**src/inc/bcd_pkg.sv**
```systemverilog
// =============================================================
// shared constants for clip and destination register bank
// =============================================================
package bcd_pkg;
    // register byte addresses in the graphics register space
    localparam logic [19:0] OFF_CLIP_TOP = 20'h40008;
    localparam logic [19:0] OFF_CLIP_BOTTOM = 20'h4000C;
    localparam logic [19:0] OFF_CLIP_LR = 20'h40010;
    localparam logic [19:0] OFF_BG_COLOR = 20'h40014;
    localparam logic [19:0] OFF_FG_COLOR = 20'h40018;
    localparam logic [19:0] OFF_PAT_BASE = 20'h4001C;
    localparam logic [19:0] OFF_DEST_X = 20'h40020;
    localparam logic [19:0] OFF_DEST_START = 20'h40024;
    localparam logic [19:0] OFF_DEST_BOTTOM = 20'h40028;

    // field widths and positions
    localparam int ADDR_W = 26;
    localparam int COORD_W = 12;
    localparam int COLOR_W = 24;
    localparam int PITCH_W = 14;
    localparam int X_HI_LSB = 16;
    localparam int PAT_LSB = 6;

    // reset value of every register
    localparam logic [31:0] REG_RESET = 32'h0000_0000;

    // colour depth codes
    localparam logic [1:0] DEPTH_8 = 2'h0;
    localparam logic [1:0] DEPTH_16 = 2'h1;
    localparam logic [1:0] DEPTH_24 = 2'h2;

    // pixels per pattern row
    localparam logic [8:0] PAT_ROW_PIX = 9'h008;

    // drawing instruction kinds presented with a load
    typedef enum logic [1:0] {
        BCD_INSTR_SETUP,
        BCD_INSTR_PIXEL,
        BCD_INSTR_SPAN,
        BCD_INSTR_GLYPH
    } bcd_instr_t;

    // engine walk states
    typedef enum logic [0:0] {
        BCD_IDLE,
        BCD_RUN
    } bcd_state_t;

    // bytes per pixel for a colour depth (reserved code counts as one)
    function automatic logic [1:0] bcd_bpp(input logic [1:0] depth);
        case (depth)
            DEPTH_16: bcd_bpp = 2'h2;
            DEPTH_24: bcd_bpp = 2'h3;
            default: bcd_bpp = 2'h1;
        endcase
    endfunction

    // keep only the colour bytes used at a depth
    function automatic logic [23:0] bcd_color_mask(input logic [23:0] c, input logic [1:0] depth);
        case (depth)
            DEPTH_24: bcd_color_mask = c;
            DEPTH_16: bcd_color_mask = {8'h00, c[15:0]};
            default: bcd_color_mask = {16'h0000, c[7:0]};
        endcase
    endfunction
endpackage

```
**src/hw/bcd_pixel_unit.sv**
```systemverilog
`timescale 1ns/1ps
// =============================================================
// pixel address and clip test
// =============================================================
module bcd_pixel_unit (
    input wire logic [25:0] line_addr,
    input wire logic [11:0] x,
    input wire logic [1:0] depth,
    input wire logic [25:0] clip_top,
    input wire logic [25:0] clip_bottom,
    input wire logic [11:0] clip_left,
    input wire logic [11:0] clip_right,
    output logic [25:0] byte_addr,
    output logic pass
);
    // scaled coordinate, wide enough for x * 3
    logic [13:0] x_bytes;

    // address and clip decision
    always_comb
    begin
        x_bytes = 14'(x * bcd_pkg::bcd_bpp(depth));
        byte_addr = line_addr + {12'h000, x_bytes};
        pass = (line_addr >= clip_top)
            && (line_addr <= clip_bottom)
            && (x <= clip_right)
            && (x >= clip_left);
    end
endmodule

```
**src/hw/bcd_clip_dest_regs.sv**
```systemverilog
`timescale 1ns/1ps
// Contract
// - write only lines at or below top clip
// - write only lines at or above bottom clip
// - right clip is inclusive
// - left clip is inclusive
// - byte address is line plus x times bpp
// - background colour for span and glyph expansion
// - background colour is single pixel solid colour
// - foreground colour for span and glyph expansion
// - colour bytes used follow colour depth
// - pattern rows are eight pixels of bytes
// - pattern base keeps bits 25..6, low zero
// - pattern base serves spans, depth matches system
// - setup loads clips, drawing applies them
// - single pixel loads only left x
// - left x advances while engine runs
// - destination address is working address
// - destination address written last, starts engine
// - each line start compared with clip lines
// - glyph walks from start line to bottom
// - depth code 00/01/10 is 8/16/24
module bcd_clip_dest_regs (
    input wire logic clk,
    input wire logic rst_b,
    input wire logic ce,
    input wire logic ld_en,
    input wire logic [19:0] ld_addr,
    input wire logic [31:0] ld_data,
    input wire logic [1:0] ld_instr,
    input wire logic rd_en,
    input wire logic [19:0] rd_addr,
    input wire logic [1:0] depth,
    input wire logic [13:0] dest_pitch,
    input wire logic mono_bit,
    input wire logic wr_ready,
    output logic [31:0] rd_data,
    output logic busy,
    output logic wr_valid,
    output logic [25:0] wr_addr,
    output logic [23:0] wr_color,
    output logic [25:0] pat_addr,
    output logic [8:0] pat_row_bytes
);
    // =============================================================
    // register bank
    logic [25:0] clip_top_address; // top clip line
    logic [25:0] clip_bottom_address; // bottom clip line
    logic [11:0] clip_left; // left clip x
    logic [11:0] clip_right; // right clip x
    logic [23:0] expand_background_color; // expansion background
    logic [23:0] expand_foreground_color; // expansion foreground
    logic [19:0] color_pattern_base; // pattern address bits 25..6
    logic [11:0] dest_x_left; // working left x
    logic [11:0] dest_x_right; // right x
    logic [25:0] dest_start_address; // working line address
    logic [25:0] dest_bottom_address; // last glyph line
    logic [25:0] next_clip_top_address, next_clip_bottom_address; // next bank values
    logic [25:0] next_dest_start_address, next_dest_bottom_address;
    logic [11:0] next_clip_left, next_clip_right, next_dest_x_left, next_dest_x_right;
    logic [23:0] next_expand_background_color, next_expand_foreground_color;
    logic [19:0] next_color_pattern_base;

    // =============================================================
    // engine state
    bcd_pkg::bcd_state_t state, next_state; // walk state
    bcd_pkg::bcd_instr_t run_instr, next_run_instr; // instruction being drawn
    logic [11:0] x_start, next_x_start; // left x of each line
    logic next_busy, next_wr_valid; // next output flags
    logic [25:0] next_wr_addr, next_pat_addr; // next output addresses
    logic [23:0] next_wr_color;
    logic [8:0] next_pat_row_bytes;
    logic [31:0] next_rd_data;

    // helper signals
    logic start; // destination address load
    logic stall; // write held by memory
    logic [25:0] pix_addr; // current pixel byte address
    logic pix_pass; // current pixel inside clip
    logic [11:0] x_end; // last x of the line
    logic [25:0] pitch_ext; // sign extended pitch
    logic [23:0] fg_used, bg_used; // depth masked colours

    // address and clip of the current pixel
    bcd_pixel_unit u_pix (
        .line_addr(dest_start_address),
        .x(dest_x_left),
        .depth(depth),
        .clip_top(clip_top_address),
        .clip_bottom(clip_bottom_address),
        .clip_left(clip_left),
        .clip_right(clip_right),
        .byte_addr(pix_addr),
        .pass(pix_pass)
    );

    // =============================================================
    // register loads from the instruction parser
    always_comb
    begin
        next_clip_top_address = clip_top_address;
        next_clip_bottom_address = clip_bottom_address;
        next_clip_left = clip_left;
        next_clip_right = clip_right;
        next_expand_background_color = expand_background_color;
        next_expand_foreground_color = expand_foreground_color;
        next_color_pattern_base = color_pattern_base;
        next_dest_x_right = dest_x_right;
        next_dest_bottom_address = dest_bottom_address;
        start = 1'b0;
        if (ld_en)
        begin
            // address bits 31..26 are dropped, kept zero by software
            case (ld_addr)
                bcd_pkg::OFF_CLIP_TOP: next_clip_top_address = ld_data[25:0];
                bcd_pkg::OFF_CLIP_BOTTOM: next_clip_bottom_address = ld_data[25:0];
                bcd_pkg::OFF_CLIP_LR:
                begin
                    next_clip_left = ld_data[11:0];
                    next_clip_right = ld_data[27:16];
                end
                bcd_pkg::OFF_BG_COLOR: next_expand_background_color = ld_data[23:0];
                bcd_pkg::OFF_FG_COLOR: next_expand_foreground_color = ld_data[23:0];
                bcd_pkg::OFF_PAT_BASE: next_color_pattern_base = ld_data[25:6];
                bcd_pkg::OFF_DEST_X:
                begin
                    // single pixel leaves right x alone
                    if (ld_instr != bcd_pkg::BCD_INSTR_PIXEL)
                    begin
                        next_dest_x_right = ld_data[27:16];
                    end
                end
                bcd_pkg::OFF_DEST_START: start = 1'b1;
                bcd_pkg::OFF_DEST_BOTTOM: next_dest_bottom_address = ld_data[25:0];
                default: start = 1'b0;
            endcase
        end
    end

    // =============================================================
    // engine walk: lines and pixels
    always_comb
    begin
        stall = wr_valid && !wr_ready;
        pitch_ext = {{12{dest_pitch[13]}}, dest_pitch};
        fg_used = bcd_pkg::bcd_color_mask(expand_foreground_color, depth);
        bg_used = bcd_pkg::bcd_color_mask(expand_background_color, depth);
        x_end = (run_instr == bcd_pkg::BCD_INSTR_PIXEL) ? dest_x_left : dest_x_right;
        next_state = state;
        next_run_instr = run_instr;
        next_x_start = x_start;
        next_dest_x_left = dest_x_left;
        next_dest_start_address = dest_start_address;
        next_busy = busy;
        next_wr_valid = stall ? wr_valid : 1'b0;
        next_wr_addr = wr_addr;
        next_wr_color = wr_color;
        case (state)
            bcd_pkg::BCD_IDLE:
            begin
                // left x load only while idle, the engine owns it when busy
                if (ld_en && ld_addr == bcd_pkg::OFF_DEST_X)
                begin
                    next_dest_x_left = ld_data[11:0];
                end
                if (start)
                begin
                    next_dest_start_address = ld_data[25:0];
                    next_run_instr = bcd_pkg::bcd_instr_t'(ld_instr);
                    next_x_start = dest_x_left;
                    next_state = bcd_pkg::BCD_RUN;
                    next_busy = 1'b1;
                end
            end
            bcd_pkg::BCD_RUN:
            begin
                if (!stall)
                begin
                    // clipped pixels are skipped without a write
                    next_wr_valid = pix_pass;
                    next_wr_addr = pix_addr;
                    if (run_instr == bcd_pkg::BCD_INSTR_PIXEL)
                    begin
                        next_wr_color = bg_used;
                    end
                    else
                    begin
                        next_wr_color = mono_bit ? fg_used : bg_used;
                    end
                    if (dest_x_left >= x_end)
                    begin
                        // end of a line: glyphs step down to the bottom line
                        if (run_instr == bcd_pkg::BCD_INSTR_GLYPH
                            && dest_start_address != dest_bottom_address)
                        begin
                            next_dest_start_address = dest_start_address + pitch_ext;
                            next_dest_x_left = x_start;
                        end
                        else
                        begin
                            next_state = bcd_pkg::BCD_IDLE;
                            next_busy = 1'b0;
                        end
                    end
                    else
                    begin
                        next_dest_x_left = dest_x_left + 12'h001;
                    end
                end
            end
            default:
            begin
                next_state = bcd_pkg::BCD_IDLE;
                next_busy = 1'b0;
            end
        endcase
    end

    // =============================================================
    // pattern fetch and register read
    always_comb
    begin
        // pattern base serves span drawing at the system depth
        next_pat_addr = {color_pattern_base, 6'h00};
        next_pat_row_bytes = 9'(bcd_pkg::PAT_ROW_PIX * bcd_pkg::bcd_bpp(depth));
        next_rd_data = rd_data;
        if (rd_en)
        begin
            case (rd_addr)
                bcd_pkg::OFF_CLIP_TOP: next_rd_data = {6'h00, clip_top_address};
                bcd_pkg::OFF_CLIP_BOTTOM: next_rd_data = {6'h00, clip_bottom_address};
                bcd_pkg::OFF_CLIP_LR: next_rd_data = {4'h0, clip_right, 4'h0, clip_left};
                bcd_pkg::OFF_BG_COLOR: next_rd_data = {8'h00, expand_background_color};
                bcd_pkg::OFF_FG_COLOR: next_rd_data = {8'h00, expand_foreground_color};
                bcd_pkg::OFF_PAT_BASE: next_rd_data = {6'h00, color_pattern_base, 6'h00};
                bcd_pkg::OFF_DEST_X: next_rd_data = {4'h0, dest_x_right, 4'h0, dest_x_left};
                bcd_pkg::OFF_DEST_START: next_rd_data = {6'h00, dest_start_address};
                bcd_pkg::OFF_DEST_BOTTOM: next_rd_data = {6'h00, dest_bottom_address};
                default: next_rd_data = bcd_pkg::REG_RESET;
            endcase
        end
    end

    // =============================================================
    // state registers
    always_ff @(posedge clk or negedge rst_b)
    begin
        if (!rst_b)
        begin
            clip_top_address <= bcd_pkg::REG_RESET[25:0];
            clip_bottom_address <= bcd_pkg::REG_RESET[25:0];
            clip_left <= bcd_pkg::REG_RESET[11:0];
            clip_right <= bcd_pkg::REG_RESET[11:0];
            expand_background_color <= bcd_pkg::REG_RESET[23:0];
            expand_foreground_color <= bcd_pkg::REG_RESET[23:0];
            color_pattern_base <= bcd_pkg::REG_RESET[19:0];
            dest_x_left <= bcd_pkg::REG_RESET[11:0];
            dest_x_right <= bcd_pkg::REG_RESET[11:0];
            dest_start_address <= bcd_pkg::REG_RESET[25:0];
            dest_bottom_address <= bcd_pkg::REG_RESET[25:0];
            state <= bcd_pkg::BCD_IDLE;
            run_instr <= bcd_pkg::BCD_INSTR_SETUP;
            x_start <= bcd_pkg::REG_RESET[11:0];
            busy <= 1'b0;
            wr_valid <= 1'b0;
            wr_addr <= bcd_pkg::REG_RESET[25:0];
            wr_color <= bcd_pkg::REG_RESET[23:0];
            pat_addr <= bcd_pkg::REG_RESET[25:0];
            pat_row_bytes <= bcd_pkg::REG_RESET[8:0];
            rd_data <= bcd_pkg::REG_RESET;
        end
        else if (ce)
        begin
            clip_top_address <= next_clip_top_address;
            clip_bottom_address <= next_clip_bottom_address;
            clip_left <= next_clip_left;
            clip_right <= next_clip_right;
            expand_background_color <= next_expand_background_color;
            expand_foreground_color <= next_expand_foreground_color;
            color_pattern_base <= next_color_pattern_base;
            dest_x_left <= next_dest_x_left;
            dest_x_right <= next_dest_x_right;
            dest_start_address <= next_dest_start_address;
            dest_bottom_address <= next_dest_bottom_address;
            state <= next_state;
            run_instr <= next_run_instr;
            x_start <= next_x_start;
            busy <= next_busy;
            wr_valid <= next_wr_valid;
            wr_addr <= next_wr_addr;
            wr_color <= next_wr_color;
            pat_addr <= next_pat_addr;
            pat_row_bytes <= next_pat_row_bytes;
            rd_data <= next_rd_data;
        end
    end

    // =============================================================
    // checks
    a_top_clip: assert property (@(posedge clk) disable iff (!rst_b)
        ce && state == bcd_pkg::BCD_RUN && !stall && dest_start_address < clip_top_address
        |=> !wr_valid)
        else $error("write above top clip");
    a_bottom_clip: assert property (@(posedge clk) disable iff (!rst_b)
        ce && state == bcd_pkg::BCD_RUN && !stall && dest_start_address > clip_bottom_address
        |=> !wr_valid)
        else $error("write below bottom clip");
    a_right_clip: assert property (@(posedge clk) disable iff (!rst_b)
        ce && state == bcd_pkg::BCD_RUN && !stall && dest_x_left > clip_right |=> !wr_valid)
        else $error("write right of clip");
    a_left_clip: assert property (@(posedge clk) disable iff (!rst_b)
        ce && state == bcd_pkg::BCD_RUN && !stall && dest_x_left < clip_left |=> !wr_valid)
        else $error("write left of clip");
    a_addr_form: assert property (@(posedge clk) disable iff (!rst_b)
        ce && state == bcd_pkg::BCD_RUN && !stall && pix_pass
        |=> wr_valid && wr_addr == $past(dest_start_address)
            + 26'($past(dest_x_left) * bcd_pkg::bcd_bpp($past(depth))))
        else $error("pixel address wrong");
    a_pixel_bg: assert property (@(posedge clk) disable iff (!rst_b)
        ce && state == bcd_pkg::BCD_RUN && run_instr == bcd_pkg::BCD_INSTR_PIXEL && !stall
        |=> wr_color == $past(bg_used))
        else $error("single pixel colour not background");
    a_pat_low: assert property (@(posedge clk) disable iff (!rst_b)
        ce && rd_en && rd_addr == bcd_pkg::OFF_PAT_BASE |=> rd_data[5:0] == 6'h00)
        else $error("pattern low bits not zero");
    a_start_run: assert property (@(posedge clk) disable iff (!rst_b)
        ce && state == bcd_pkg::BCD_IDLE && start |=> busy && state == bcd_pkg::BCD_RUN)
        else $error("start did not start engine");
    a_pixel_one: assert property (@(posedge clk) disable iff (!rst_b)
        ce && state == bcd_pkg::BCD_RUN && run_instr == bcd_pkg::BCD_INSTR_PIXEL && !stall
        |=> !busy)
        else $error("single pixel ran past one pixel");
endmodule

```
**config.mk**
```make
export PLATFORM = sky130hd
export DESIGN_NAME = bcd_clip_dest_regs
export DESIGN_NICKNAME = d
export VERILOG_FILES = /design/src/inc/bcd_pkg.sv /design/src/hw/bcd_pixel_unit.sv /design/src/hw/bcd_clip_dest_regs.sv
export SDC_FILE = /design/constraint.sdc
export NUM_CORES = 1
export LEC_CHECK = 0
export ABC_CLOCK_PERIOD_IN_PS = 6600
export BUFFER_PORTS_ARGS = -buffer_cell sky130_fd_sc_hd__buf_2
export CORE_MARGIN = 2
export CORE_UTILIZATION = 39
export CTS_CLUSTER_SIZE = 20
export DETAILED_ROUTE_END_ITERATION = 7
export PLACE_DENSITY_LB_ADDON = 0.12
export SLEW_MARGIN = 20
export SYNTH_ARGS = -nofsm -noshare
export SYNTH_HDL_FRONTEND = slang
export SYNTH_SLANG_ARGS = --single-unit
export TNS_END_PERCENT = 30
```
**constraint.sdc**
```tcl
create_clock -name clk -period 6.6 [get_ports clk]
set_input_delay 0.99 -clock clk [delete_from_list [all_inputs] [get_ports clk]]
set_output_delay 0.99 -clock clk [all_outputs]
set_load 0.05 [all_outputs]
```
==> impl_metrics.json <==
{
  "die_w_microns": 228.9,
  "placedCellCount": 2762,
  "gp_congestion": 0.9122,
  "ys_types": 64,
  "numCtsBuffers": 41,
  "avgSynthCellArea_sq_um": 10.05,
  "cts_root_buffer": "clkbuf_16",
  "worst-r2r-cell-count": 15,
  "setup_viol": 0,
  "cts_tree": "built",
  "overflow": 0,
  "antenna_found_initial": 0,
  "finalHoldViolations": 0,
  "start_util_pct": 39.41,
  "slew_headroom_pct": 32.16,
  "setup_tns_ns": 0,
  "dieArea_sq_um": 52410,
  "synthMuxAreaShare_pct": 13.51,
  "ios": 216,
  "fin_nets": 2374,
  "design.core.area_sq_um": 50070,
  "yosys.area_share.simple_pct": 10.62,
  "status": "finished clean",
  "r2r_slack_ns": 2.42,
  "area_delta_synth_final_pct": 15.45,
  "skew_ns": 0.02964,
  "wl_per_cell_microns": 21.97,
  "n_antenna_cell": 0,
  "final_antenna_net_count": 0,
  "die_height_microns": 228.9,
  "via_per_inst": 5.489,
  "cts.path.max_buffers": 3,
  "grt_pass1_vias": 15435,
  "post-cts-setup-buffer-count": 0,
  "ys_seq_elements": 337,
  "ir_drop_mv": 0.2734,
  "dp_slack_ns": 1.655,
  "synth-edff-count": 0,
  "wl_microns": 62310,
  "insertion_delay_ns": 0.57,
  "cts_resized": 0,
  "power_density_nw_per_um2": 316.7,
  "setup_slack_ns": 2.321,
  "synth_top_family_by_area": "compound AO/OA/AOI/OAI gates",
  "leakage_nw": 11.13,
  "fin_cells": 2836,
  "crit_fanout": 14,
  "post-route-period-util_pct": 64.83,
  "synth-xor-area-share_pct": 3.418,
  "startpoint_type": "input pin",
  "grt_max_degree": 149,
  "fin_crit_ns": 4.279,
  "cts_num_sinks": 337,
  "yosys_warnings": 0,
  "worst_ep_arrival_time_ns": 4.68,
  "maxCapViolCount": 0,
  "grt_usage_pct": 23.92,
  "r2r-end": "wr_addr[19]",
  "synth_cells": 1963,
  "worstMarginPinSlew_ns": 1.012,
  "reg2reg_from": "dest_x_left[0]",
  "synthArstFlopShare_pct": 100.0,
  "synth_area_sq_um": 19730,
  "drv_slew": 0,
  "drive_gt1_share_pct": 21.95,
  "clk_pin_slew_ns": 0.06,
  "num_rows": 82,
  "grt_first_pass_wirelength_microns": 96030,
  "worstHoldPathType": "in -> async",
  "drtIter0Drc": 1210,
  "rsz0062_at_grt": "no",
  "worst-setup-path-type": "in -> reg",
  "cts_hold_buf": 0,
  "synth-compound-area-share_pct": 15.14,
  "drc_errors": 0,
  "synth_adder_area_share_pct": 9.626,
  "synth_ff_type": "dfrtp_1",
  "io_buffers": 194,
  "fmaxAchievable_mhz": 233.7,
  "yosysSeqAreaShare_pct": 42.74,
  "cp_data_required_time_ns": 7.01,
  "worst_setup_path_end_kind": "flip-flop",
  "cts-htree-levels": 2,
  "detailed_place_hpwl_microns": 45380,
  "vias": 15568,
  "first_pass_iters": 8
}
power breakdown:
group / total, mW / internal (mW) / switching (mW)
Combinational: 2.37 / 0.877 / 1.50
Clock: 2.28 / 1.37 / 0.903
Sequential: 2.56 / 2.23 / 0.336
Total: 7.21 / 4.48 / 2.73
through the flow:
stage	util [%]	hold slack, ns	cell area (sq um)	power [mW]
after floorplan	-	0.4805	19790	4.211
after global routing	45.50	0.4912	22780	7.655
after global placement	42.78	0.4555	21420	4.916
after CTS	45.50	0.4741	22780	7.269
final	45.50	0.4155	22780	7.213
after detailed placement	42.79	0.4614	21430	4.954
worst max-delay path: stages:
cell and delay [ns]:
buf_2 0.10, inv_1 0.04, ha_1 0.50, nor2_1 0.12, fa_1 0.52, ha_1 0.17
inv_1 0.06, fa_1 0.39, nor2b_1 0.12, o21ai_0 0.08, nand2b_1 0.13, a21oi_1 0.09
o21ai_0 0.50, o211ai_1 0.32, a21boi_0 0.29, xnor2_1 0.15, o21ai_0 0.09
Yosys cell counts (34+ instances only):
| cell | n | area (sq um) |
|---|---|---|
| nor2_1 | 94 | 352.8 |
| a21oi_1 | 88 | 440.4 |
| o21ai_0 | 172 | 860.8 |
| xnor2_1 | 55 | 481.7 |
| inv_1 | 131 | 491.7 |
| clkbuf_1 | 85 | 319.1 |
| ha_1 | 131 | 1639 |
| mux2i_1 | 75 | 750.7 |
| a21o_1 | 42 | 315.3 |
| nand2_1 | 176 | 660.6 |
| mux2_2 | 170 | 1914 |
| dfrtp_1 | 337 | 8433 |
| nand2b_1 | 34 | 212.7 |
metal layers:
layer	track usage (%)	share of wire [%]	vias up
met3	4.391	6.1	82
met5	0	0	-
met1	34.26	47	7719
met4	6.859	2.7	0
met2	36.92	45	441
li1	-	-	7326
registers in the layout, summed over array words and instances (netlist names), named ones only:
| signal | cells |
|---|---|
| dest_bottom_address | 26 |
| run_instr | 2 |
| dest_start_address | 26 |
| busy | 1 |
| clip_left | 12 |
| state | 1 |
| expand_foreground_color | 24 |
| wr_addr | 26 |
| pat_row_bytes | 2 |
| expand_background_color | 24 |
| rd_data | 28 |
| clip_right | 12 |
| x_start | 12 |
| clip_top_address | 26 |
| wr_color | 24 |
| clip_bottom_address | 26 |
| pat_addr | 20 |
| dest_x_right | 12 |
| color_pattern_base | 20 |
| dest_x_left | 12 |
cell type report:
class,instances,area [sq um]
clock buffers,66,1252
clock inverters,8,101.3
fillers,4881,27290
inverters,132,495.5
multi-input cells,1400,10460
flip-flops and latches,337,8434
well taps,672,840.8
repair buffers,221,1196
logic make-up after synthesis:
logic type      after synthesis
compound gates              470
xor+xnor                     77
fa+ha+maj                   144
buf+inv                     242
flops                       337
mux                         245
other cells                   1
simple gates                447
layout by cell type (no fill, tap or decap), types with 43 or more instances in the layout:
| cell | netlist | layout |
|---|---|---|
| a21oi_1 | 88 | 88 |
| buf_2 | 1 | 193 |
| clkbuf_16 | 0 | 43 |
| dfrtp_1 | 337 | 336 |
| ha_1 | 131 | 131 |
| inv_1 | 131 | 131 |
| mux2_2 | 170 | 170 |
| mux2i_1 | 75 | 75 |
| nand2_1 | 176 | 176 |
| nor2_1 | 94 | 89 |
| o21ai_0 | 172 | 172 |
| xnor2_1 | 55 | 55 |
how the worst max path moves through the flow:
stage                   from  depth (start not counted)     endpoint  slack, ns
floorplan           depth[0]                         17  wr_addr[17]       2.49
global placement    depth[0]                         17  wr_addr[19]       1.73
detailed placement  depth[0]                         17  wr_addr[21]       1.66
CTS                 depth[0]                         17  wr_addr[19]       2.26
global route        depth[0]                         17  wr_addr[21]       1.97
finish              depth[0]                         17  wr_addr[19]       2.32
(Power assumes the default switching activity.)
